--- src/hw/rpk_pkg.sv ---
package rpk_pkg;

  ////////////////////////////////////////////////////////////////////////////////
  // Clock and pulse timing, in nanoseconds
  localparam int unsigned CLK_PERIOD_NS    = 8;
  localparam int unsigned T0H_NS           = 300;
  localparam int unsigned T1H_NS           = 900;
  localparam int unsigned T_SAMPLE_NS      = 600;
  localparam int unsigned T_QUERY_HIGH_NS  = 2000;
  localparam int unsigned T_QUERY_SPLIT_NS = 1450;
  localparam int unsigned T_RESET_LOW_NS   = 250000;
  localparam int unsigned T_WAKE_NS        = 1000000;

  ////////////////////////////////////////////////////////////////////////////////
  // Cycle counts derived from the times above
  localparam int unsigned CNT_W      = 9;
  localparam int unsigned LONG_W     = 20;
  localparam logic [8:0]  CNT_MAX    = 9'h1FF;
  // Bit decision point, midway between the two high widths
  localparam logic [8:0]  SAMPLE_CYC = 9'((T_SAMPLE_NS + CLK_PERIOD_NS - 1) / CLK_PERIOD_NS);
  // Regenerated high widths, rounded to the nearest cycle
  localparam logic [8:0]  T0H_CYC    = 9'((T0H_NS + CLK_PERIOD_NS / 2) / CLK_PERIOD_NS);
  localparam logic [8:0]  T1H_CYC    = 9'((T1H_NS + CLK_PERIOD_NS / 2) / CLK_PERIOD_NS);
  localparam logic [8:0]  QH_CYC     = 9'(T_QUERY_HIGH_NS / CLK_PERIOD_NS);
  // High pulses at or above this width are query codes
  localparam logic [8:0]  QSPLIT_CYC = 9'((T_QUERY_SPLIT_NS + CLK_PERIOD_NS - 1) / CLK_PERIOD_NS);
  // Least reset-low time rounds up, longest wake time rounds down
  localparam int unsigned RESET_CYC_DEF = (T_RESET_LOW_NS + CLK_PERIOD_NS - 1) / CLK_PERIOD_NS;
  localparam int unsigned WAKE_CYC_DEF  = T_WAKE_NS / CLK_PERIOD_NS;

  ////////////////////////////////////////////////////////////////////////////////
  // Word layout and reset values
  localparam logic [4:0]  WORD_LAST          = 5'h17;
  localparam logic [3:0]  TAIL_FULL          = 4'h8;
  localparam logic [7:0]  SLEEP_COMMAND_BYTE = 8'h5A;
  localparam int unsigned CHAN_W             = 8;
  localparam int unsigned NUM_CHAN           = 3;

  typedef struct packed {
    logic [7:0] red;
    logic [7:0] green;
    logic [7:0] blue;
  } rpk_colour_t;

  localparam rpk_colour_t COLOUR_RST = 24'h000000;

  // Power states, Gray coded along active -> sleep -> wake
  typedef enum logic [1:0] {
    PWR_ACTIVE = 2'b00,
    PWR_SLEEP  = 2'b01,
    PWR_WAKE   = 2'b11
  } rpk_pwr_t;

endpackage

--- src/hw/rpk_pwm.sv ---
`timescale 1ns/1ps
module rpk_pwm
(
  input  wire logic       i_clk,
  input  wire logic       i_rstn,
  input  wire logic       i_run,
  input  wire logic [7:0] i_duty,
  output logic            o_pwm
);

  logic [7:0] phase;

  ////////////////////////////////////////////////////////////////////////////////
  // Free 256-step phase; stopped and dark while the oscillator is off
  always_ff @(posedge i_clk)
  begin
    if (!i_rstn || !i_run)
    begin
      phase <= 8'h00;
      o_pwm <= 1'b0;
    end
    else
    begin
      phase <= phase + 8'h01;
      o_pwm <= (phase < i_duty); // Duty 0 stays dark, 255 is on 255 of 256 steps
    end
  end
endmodule // rpk_pwm

--- src/hw/rpk_top.sv ---
`timescale 1ns/1ps
module rpk_top
#(
  parameter int unsigned RESET_CYC = rpk_pkg::RESET_CYC_DEF,
  parameter int unsigned WAKE_CYC  = rpk_pkg::WAKE_CYC_DEF
)
(
  input  wire logic          i_clk,
  input  wire logic          i_rstn,
  input  wire logic          i_serial_in_primary,
  input  wire logic          i_serial_in_bypass,
  input  wire logic          i_upstream_failed,
  output logic               o_serial_out,
  output logic               o_key_out,
  output logic               o_key_oe,
  output logic [2:0]         o_pwm_rgb,
  output rpk_pkg::rpk_colour_t o_colour,
  output logic               o_osc_run,
  output logic               o_asleep
);

  localparam logic [19:0] RESET_LIM = 20'(RESET_CYC);
  localparam logic [19:0] WAKE_LIM  = 20'(WAKE_CYC);

  logic               sel_in;
  logic               in_q;
  logic               prim_q;
  logic               byp_q;
  logic               rise;
  logic               fall;
  logic               wake_edge;
  logic               run;
  logic [8:0]         hi_cnt;
  logic [19:0]        lo_cnt;
  logic               reset_cmd;
  logic               is_query;
  logic               bit_val;
  logic               own_pulse;
  logic               fwd_cur;
  logic [4:0]         bit_cnt;
  logic               own_done;
  logic [23:0]        shift;
  logic [23:0]        next_word;
  logic               word_zero;
  logic [7:0]         tail;
  logic [3:0]         tail_n;
  logic               key_low;
  logic               sleep_go;
  rpk_pkg::rpk_pwr_t  pwr;
  logic [19:0]        wake_cnt;
  logic               samp_on;
  logic [8:0]         samp_cnt;
  logic               watch;
  logic               start_emit;
  logic               emit_on;
  logic               emit_long;
  logic               emit_q;
  logic [8:0]         emit_cnt;
  logic               emit_end;

  ////////////////////////////////////////////////////////////////////////////////
  // Input choice and edges; these flops stay on through sleep to catch the wake edge
  assign sel_in = i_upstream_failed ? i_serial_in_bypass : i_serial_in_primary;

  always_ff @(posedge i_clk)
  begin
    if (!i_rstn)
    begin
      in_q   <= 1'b0;
      prim_q <= 1'b0;
      byp_q  <= 1'b0;
    end
    else
    begin
      in_q   <= sel_in;
      prim_q <= i_serial_in_primary;
      byp_q  <= i_serial_in_bypass;
    end
  end

  assign rise      = run && sel_in && !in_q;
  assign fall      = run && !sel_in && in_q;
  assign wake_edge = (i_serial_in_primary && !prim_q) || (i_serial_in_bypass && !byp_q);
  assign run       = (pwr == rpk_pkg::PWR_ACTIVE);

  ////////////////////////////////////////////////////////////////////////////////
  // Pulse width counters
  always_ff @(posedge i_clk)
  begin
    if (!i_rstn || !run || rise)
      hi_cnt <= 9'h000;
    else if (sel_in && hi_cnt != rpk_pkg::CNT_MAX)
      hi_cnt <= hi_cnt + 9'h001;
  end

  always_ff @(posedge i_clk)
  begin
    if (!i_rstn || !run || sel_in)
      lo_cnt <= 20'h00000;
    else if (lo_cnt != RESET_LIM)
      lo_cnt <= lo_cnt + 20'h00001;
  end

  // Fires once per long low; hi width decides 0, 1 or query at the falling edge
  assign reset_cmd = run && !sel_in && (lo_cnt == RESET_LIM - 20'h00001);
  assign is_query  = (hi_cnt >= rpk_pkg::QSPLIT_CYC);
  assign bit_val   = (hi_cnt >= rpk_pkg::SAMPLE_CYC);
  assign own_pulse = fall && !fwd_cur;
  assign next_word = {shift[22:0], bit_val};

  ////////////////////////////////////////////////////////////////////////////////
  // Own-slot reception: colour word or query code
  always_ff @(posedge i_clk)
  begin
    if (!i_rstn)
    begin
      fwd_cur   <= 1'b0;
      bit_cnt   <= 5'h00;
      own_done  <= 1'b0;
      shift     <= 24'h000000;
      o_colour  <= rpk_pkg::COLOUR_RST;
      word_zero <= 1'b0;
    end
    else if (reset_cmd)
    begin
      bit_cnt   <= 5'h00;
      own_done  <= 1'b0;
      word_zero <= 1'b0;
    end
    else
    begin
      if (rise)
        fwd_cur <= own_done;
      if (own_pulse && is_query && bit_cnt == 5'h00)
        own_done <= 1'b1; // Slot used, colour untouched
      else if (own_pulse && !is_query)
      begin
        shift   <= next_word; // MSB first
        bit_cnt <= bit_cnt + 5'h01;
        if (bit_cnt == rpk_pkg::WORD_LAST)
        begin
          o_colour  <= next_word;
          own_done  <= 1'b1;
          word_zero <= (next_word == 24'h000000);
        end
      end
    end
  end

  ////////////////////////////////////////////////////////////////////////////////
  // Last eight forwarded data bits, watched for the sleep byte
  always_ff @(posedge i_clk)
  begin
    if (!i_rstn || reset_cmd)
    begin
      tail   <= 8'h00;
      tail_n <= 4'h0;
    end
    else if (fall && fwd_cur && is_query)
      tail_n <= 4'h0; // A query breaks any byte in progress
    else if (fall && fwd_cur)
    begin
      tail <= {tail[6:0], bit_val};
      if (tail_n != rpk_pkg::TAIL_FULL)
        tail_n <= tail_n + 4'h1;
    end
  end

  assign sleep_go = reset_cmd && word_zero && tail_n == rpk_pkg::TAIL_FULL
                    && tail == rpk_pkg::SLEEP_COMMAND_BYTE;

  ////////////////////////////////////////////////////////////////////////////////
  // Key pull: set after the first own pulse, dropped at the first rising edge once the own slot is done
  always_ff @(posedge i_clk)
  begin
    if (!i_rstn || reset_cmd || !run)
      key_low <= 1'b0;
    else if (own_pulse && bit_cnt == 5'h00 && !own_done)
      key_low <= 1'b1;
    else if (rise && own_done)
      key_low <= 1'b0;
  end

  assign o_key_out = 1'b0;
  assign o_key_oe  = key_low || (pwr == rpk_pkg::PWR_SLEEP);

  ////////////////////////////////////////////////////////////////////////////////
  // Power state; the wake wait is a full 1 ms so downstream circuits are settled
  always_ff @(posedge i_clk)
  begin
    if (!i_rstn)
    begin
      pwr      <= rpk_pkg::PWR_ACTIVE;
      wake_cnt <= 20'h00000;
    end
    else
    begin
      case (pwr)
        rpk_pkg::PWR_ACTIVE:
          if (sleep_go)
            pwr <= rpk_pkg::PWR_SLEEP;
        rpk_pkg::PWR_SLEEP:
          if (wake_edge)
          begin
            pwr      <= rpk_pkg::PWR_WAKE;
            wake_cnt <= 20'h00000;
          end
        rpk_pkg::PWR_WAKE:
          if (wake_cnt == WAKE_LIM - 20'h00001)
            pwr <= rpk_pkg::PWR_ACTIVE;
          else
            wake_cnt <= wake_cnt + 20'h00001;
        default:
          pwr <= rpk_pkg::PWR_ACTIVE;
      endcase
    end
  end

  assign o_osc_run = (pwr != rpk_pkg::PWR_SLEEP);
  assign o_asleep  = (pwr == rpk_pkg::PWR_SLEEP);

  ////////////////////////////////////////////////////////////////////////////////
  // Forwarding: sample at midpoint, then emit a nominal pulse. Adds one sample
  // time of latency per pixel, traded for clean widths down the chain.
  assign start_emit = samp_on && (samp_cnt == rpk_pkg::SAMPLE_CYC - 9'h001);
  assign emit_end   = (!emit_long && emit_cnt == rpk_pkg::T0H_CYC - 9'h001)
                   || (emit_long && !emit_q && emit_cnt == rpk_pkg::T1H_CYC - 9'h001)
                   || (emit_cnt == rpk_pkg::QH_CYC - 9'h001);

  always_ff @(posedge i_clk)
  begin
    if (!i_rstn)
    begin
      samp_on      <= 1'b0;
      samp_cnt     <= 9'h000;
      watch        <= 1'b0;
      emit_on      <= 1'b0;
      emit_long    <= 1'b0;
      emit_q       <= 1'b0;
      emit_cnt     <= 9'h000;
      o_serial_out <= 1'b0;
    end
    else if (!run)
    begin
      samp_on      <= 1'b0;
      watch        <= 1'b0;
      emit_on      <= 1'b0;
      o_serial_out <= i_serial_in_primary; // Wake pulse on the primary line passes straight on
    end
    else
    begin
      if (rise && own_done)
      begin
        samp_on  <= 1'b1;
        samp_cnt <= 9'h000;
        watch    <= 1'b1;
      end
      else if (start_emit)
        samp_on <= 1'b0;
      else if (samp_on)
        samp_cnt <= samp_cnt + 9'h001;
      // Watch whether the forwarded pulse lasts long enough to be a query
      if (watch && fall)
        watch <= 1'b0;
      else if (watch && sel_in && hi_cnt == rpk_pkg::QSPLIT_CYC - 9'h001)
        watch <= 1'b0;
      if (start_emit)
      begin
        emit_on      <= 1'b1;
        emit_long    <= sel_in;
        emit_q       <= 1'b0;
        emit_cnt     <= 9'h000;
        o_serial_out <= 1'b1;
      end
      else if (emit_on)
      begin
        if (watch && sel_in && hi_cnt == rpk_pkg::QSPLIT_CYC - 9'h001)
          emit_q <= 1'b1;
        if (emit_end)
        begin
          emit_on      <= 1'b0;
          o_serial_out <= 1'b0;
        end
        else
          emit_cnt <= emit_cnt + 9'h001;
      end
    end
  end

  ////////////////////////////////////////////////////////////////////////////////
  // Three PWM channels, one per colour byte
  for (genvar ch = 0; ch < rpk_pkg::NUM_CHAN; ch++)
  begin : g_chan
    rpk_pwm u_pwm
    (
      .i_clk  (i_clk),
      .i_rstn (i_rstn),
      .i_run  (run),
      .i_duty (o_colour[ch*rpk_pkg::CHAN_W +: rpk_pkg::CHAN_W]),
      .o_pwm  (o_pwm_rgb[ch])
    );
  end
endmodule // rpk_top

--- config.mk ---
export PLATFORM = sky130hd
export DESIGN_NAME = rpk_top
export DESIGN_NICKNAME = d
export VERILOG_FILES = /design/src/hw/rpk_pkg.sv /design/src/hw/rpk_pwm.sv /design/src/hw/rpk_top.sv
export SDC_FILE = /design/constraint.sdc
export NUM_CORES = 1
export LEC_CHECK = 0
export ABC_AREA = 1
export BUFFER_PORTS_ARGS = -buffer_cell sky130_fd_sc_hd__buf_2
export CORE_MARGIN = 1
export CORE_UTILIZATION = 25
export CTS_CLUSTER_SIZE = 28
export DETAILED_ROUTE_END_ITERATION = 8
export HOLD_SLACK_MARGIN = 0.08
export PLACE_DENSITY = 0.43
export SYNTH_ARGS = -nofsm -noshare
export SYNTH_HDL_FRONTEND = slang
export SYNTH_HIERARCHICAL = 1
export SYNTH_SLANG_ARGS = --single-unit
export TNS_END_PERCENT = 30
--- constraint.sdc ---
create_clock -name i_clk -period 3.6 [get_ports i_clk]
set_input_delay 0.18 -clock i_clk [delete_from_list [all_inputs] [get_ports i_clk]]
set_output_delay 0.18 -clock i_clk [all_outputs]
set_load 0.02 [all_outputs]
Word-level counts from Yosys, hierarchy flattened
Cells that the tools add are included.

Flip-flop bits (word level): 173. Logic and storage cells: 184.

$add $sub $neg: 10. $lt $le $gt $ge: 5. Equal/unequal tests: 24. Mux-type cells: 31. Bitwise gates (word level): 5. Reductions and logical operators: 77.

Operators by type and width (number): 2-to-1 mux 9 bit (6); adder 20 x 1 -> 20 bit (second input constant) (2); 2-to-1 mux 20 bit (2); one-hot mux 20 bit (2 select lines) (1); adder 9 x 1 -> 9 bit (second input constant) (3); logical AND 1 bit (27); adder 8 x 1 -> 8 bit (second input constant) (3); zero test 24 bit (1); < comparator 8 bit (3); AND reduction 3 bit (7); == test 20 x 15 -> 1 bit (second input constant) (1); == test 20 x 17 -> 1 bit (second input constant) (1); inequality test 20 x 15 -> 1 bit (second input constant) (1); == test 9 x 7 -> 1 bit (second input constant) (2); == test 9 x 8 -> 1 bit (second input constant) (2); 2-to-1 mux 1 bit (18); AND reduction 2 bit (8); nonzero test 2 bit (8); zero test 1 bit (11); == test 9 x 6 -> 1 bit (second input constant) (1); >= comparator 9 x 7 -> 1 bit (second input constant) (1); >= comparator 9 x 8 -> 1 bit (second input constant) (1); logical OR 1 bit (9); inequality test 9 bit (second input constant) (1); 19 further kinds (32).

Logic depth before layout (Yosys ltp)
Word-level depth: 9. Depth in mapped cells: 12. Mapped depth without buffers: 12.

Hierarchy
The synthesis kept the hierarchy.

By module, submodules not included: rpk_top (instances 1, cells each 1071, area an instance 7423.4 sq um); rpk_pwm (instances 3, cells each 74, area an instance 531.8 sq um).

Worst setup path before layout
Ideal clock, no wire load.

Path type: register to register. From: register hi_cnt[0]. To: register hi_cnt[7]. Data arrival time: 1.731 ns. Setup slack: 1.750 ns. Stages on the path, launching flop included: 13. Buffers on the path: 0. Period minus slack after synthesis: 1.850 ns. Cells stage by stage: dfxtp_1 -> ha_1 -> inv_1 -> nor2_1 -> inv_1 -> nor4_1 -> ha_1 -> nor2_1 -> inv_1 -> nor2_1 -> nand2_1 -> o21ai_0 -> a21oi_1.

Word-level cells in the longest chain between the ends: 2. Elaborated cells between the ends (all ways): 3.

Ends and longest elaborated chain: from (decl) (line rpk_top.sv:33) `logic [8:0] hi_cnt;`; from (signal assigned) (line rpk_top.sv:93) `hi_cnt <= hi_cnt + 9'h001;`; branches (longest 2 deep; another with adder 9 x 1 -> 9 bit).

Parallel ways; which one is timed is not known. A chain may end at the register's enable or synchronous reset.

Final worst setup path
From: register pwr[0]. To: register o_colour[0] in the netlist's numbering.

Word-level cells in the longest chain between the ends: 8. Elaborated cells between the ends (all ways): 11.

Ends and longest elaborated chain: from (decl) (line rpk_top.sv:49) `rpk_pkg::rpk_pwr_t pwr;`; from (signal assigned) (line rpk_top.sv:193) `pwr <= rpk_pkg::PWR_ACTIVE;`; from (signal assigned) (line rpk_top.sv:201) `pwr <= rpk_pkg::PWR_SLEEP;`; from (signal assigned) (line rpk_top.sv:205) `pwr <= rpk_pkg::PWR_WAKE;`; zero test 2 bit * (line rpk_top.sv:84) `assign run = (pwr == rpk_pkg::PWR_ACTIVE);`; logical AND 1 bit * (line rpk_top.sv:82, rpk_top.sv:105); logical AND 1 bit (line rpk_top.sv:82) `assign fall = run && !sel_in && in_q;`; logical AND 1 bit (line rpk_top.sv:108) `assign own_pulse = fall && !fwd_cur;`; logical AND 1 bit (2 in series) (line rpk_top.sv:134) `if (own_pulse && is_query && bit_cnt == 5'h00)`; NOT 1 bit (no line); AND reduction 4 bit (no line) *; to (signal assigned) (line rpk_top.sv:121) `o_colour <= rpk_pkg::COLOUR_RST;`; to (signal assigned) (line rpk_top.sv:142) `o_colour <= next_word;`; to (decl) (line rpk_top.sv:17) `output rpk_pkg::rpk_colour_t o_colour,`.

Every way passes the cells marked *; elsewhere a longest branch is shown, timed or not.

==> metrics <==
status=completed; vias in the first global route=7,714; Antenna Nets Post-Route=0; via count=8,011; # DRC=0; share of post-route cells with drive strength above 1=8.48%; CP required=3.93 ns; drt initial violations=382; hold path depth=3; Root Driver=clkbuf_16; FMAX=422 MHz; asr flop ratio synth=0%; Initial DRT Pass Iterations=5; GPL Wtd Cong=0.808; wirelength, routed=22,000 um; FF-to-FF path depth=8; Worst Path Class, Setup=flop to flop; Skew-Pair Late Insertion Delay=0.44 ns; Layout area overhead=13.9%; die width=192 um; Hold WS=0.215 ns; Leak=3.94 nW; worst slew pin tran=0.833 ns; clk sinks=173; CTS Buf Count=17; H-tree levels=4; TritonCTS clock tree=done; Max Cap Viol=0; GRT overflow=0; initial antenna violation count=0; initial core utilization=25.4%; worst setup path endpoint=o_colour[0]; Slew HR=44.4%; post-synth net total=1,339; warning count from the yosys run=6; IO Pins=37; Post-synth top flop=dfxtp_1; sequential element share of the synthesized area=38.4%; post-synth top area cell=dfxtp_1; CP Launch Point=pwr[0]; RSZ-0062 raised after global routing=no; Pwr Density=404 nW/um2; final net count=1,365; CP Capture Type=flop; Max FO, Critical Path=26; row cnt=69; reg2reg start=pwr[0]; first-pass GRT wire length=37,800 um; Post-synth EDFFs=0; clk slew on worst S/H paths=0.08 ns; area of the multi-input gates=4710 um2; Slew Viols, Final=0; I/O Buffers=35; R2R setup slack=1.23 ns; final hold violation count=0; fin crit period=2.37 ns; clock tree buffer depth=2; Synth top area share=38.4%; FILL cells=3,919; skew final=0.0158 ns; Netlist cell types=42; Synth Register Bits=173; Chip Height=192 um; r2r endpoint=o_colour[0]; setup TNS=0 ns; Sequential Area=3460 um2; hpwl dp=15,300 um; syn_area_per_cell=6.97 um2; DIE AREA=36,800 um2; Total GRT Usage=12.7%; Post-Synthesis Cell Area=9020 um2; Post-Synthesis Cells=1,293; critical path arrival=2.70 ns; ANT cells=0; largest net degree at the start of global routing=67; maximum VDD drop=0.237 mV; crit share post-route=65.9%; post-DR wirelength/cell=12.3 um; Hold Crit Class=input port to flop; core area=35,600 um2; ranking of synthesized cells by area=dfxtp_1 (38%), nand2_1 (12%), a21oi_1 (7.9%); final setup fails=0; Startpoint Class=flop; vias per std cell=4.47
## power breakdown
group	leakage, nW	internal [W]	total [W]	switching (W)
Sequential	1.40	0.00193	0.00195	0.0000201
Clock	0.304	0.00118	0.00202	0.000841
Combinational	2.24	0.0000519	0.000170	0.000118
## Yosys cell counts, types with 4 or more instances
cell type	count
o21bai_1	8
nor2_1	138
a21oi_2	6
xor2_1	14
nand2_1	280
xnor2_1	6
nand2_2	4
inv_1	173
nand3_1	102
or2_2	6
nor3_1	22
buf_2	10
nand4_1	53
nor2_2	4
ha_1	41
a211oi_1	5
dfxtp_1	173
a21oi_1	142
buf_4	5
clkbuf_1	17
o21ai_0	43
nand3_2	12
## registers in the layout, summed over array words and instances, names as in the netlist, 8 cells and up
signal,flops
wake_cnt,20
hi_cnt,9
samp_cnt,9
g_chan.u_pwm/phase,24
lo_cnt,20
shift,23
emit_cnt,9
tail,8
o_colour,24
## repair_timing
item | in CTS | in global routing
setup endpoints to repair | 0 | 0
hold buffers | 2 | 0
setup buffers | 0 | 0
gates resized for setup | 0 | 0
hold endpoints to repair | 2 | 0
## cells by family after synthesis
| family | share of synthesized area [%] |
|---|---|
| compound gates | 12.8 |
| xor+xnor | 1.94 |
| fa+ha+maj | 5.69 |
| buf+inv | 9.42 |
| flops | 38.4 |
| other cells | 0.0416 |
| simple gates | 31.7 |
## placed cells by master, fill, tap and decap left out, types with 8 or more instances in the layout
master / count
nor3_1: 22
nand3_1: 102
o21bai_1: 8
o21ai_0: 43
nand3_2: 12
buf_2: 35
inv_1: 172
xor2_1: 14
a21oi_1: 142
nand2_1: 280
dfxtp_1: 173
ha_1: 41
clkbuf_16: 17
nand4_1: 53
nor2_1: 138
## critical path, cell delays in order, from the launching register on
cell and delay (ns):
dfxtp_1 0.35, nor2_4 0.46, inv_2 0.14, nor2_4 0.17, nand3_4 0.11, nor2_8 0.32, nand3_4 0.36, o21ai_0 0.28
nor2_1 0.05
## worst min path at each step
stage,endpoint,from
floorplan,byp_q,i_serial_in_bypass
global placement,byp_q,i_serial_in_bypass
detailed placement,byp_q,i_serial_in_bypass
CTS,emit_cnt[0],i_rstn
global route,in_q,i_upstream_failed
finish,in_q,i_upstream_failed
## through the flow
stage	setup WS [ns]	cell area [um2]	total power, W	std cells	util, %
after global placement	1.23	9620	0.00217	1759	27.0
after detailed placement	1.20	9620	0.00217	1759	27.0
after CTS	1.18	10300	0.00423	1793	28.9
after global routing	0.964	10300	0.00433	1793	28.9
final	1.23	10300	0.00414	1793	28.9
after floorplan	1.75	9020	0.00212	1293	-
## routing by layer
metal  vias to the layer above  part of all wire (%)  global-route usage, %
met5                         -                     0                      0
met4                         0                  0.80                   3.66
met3                        12                   2.4                   2.58
met2                        77                    47                   21.5
met1                      3639                    50                   16.2
li1                       4283                     -                      -
## layout make-up
type | instances | share of cell area [%]
multi-input combinational | 910 | 45.8
sequential | 173 | 33.7
inverter | 174 | 6.36
tap | 461 | 5.62
clock buffer | 19 | 4.22
timing repair buffer | 43 | 2.34
clock inverter | 13 | 1.92
No activity file was read; power rests on OpenSTA's default activity.
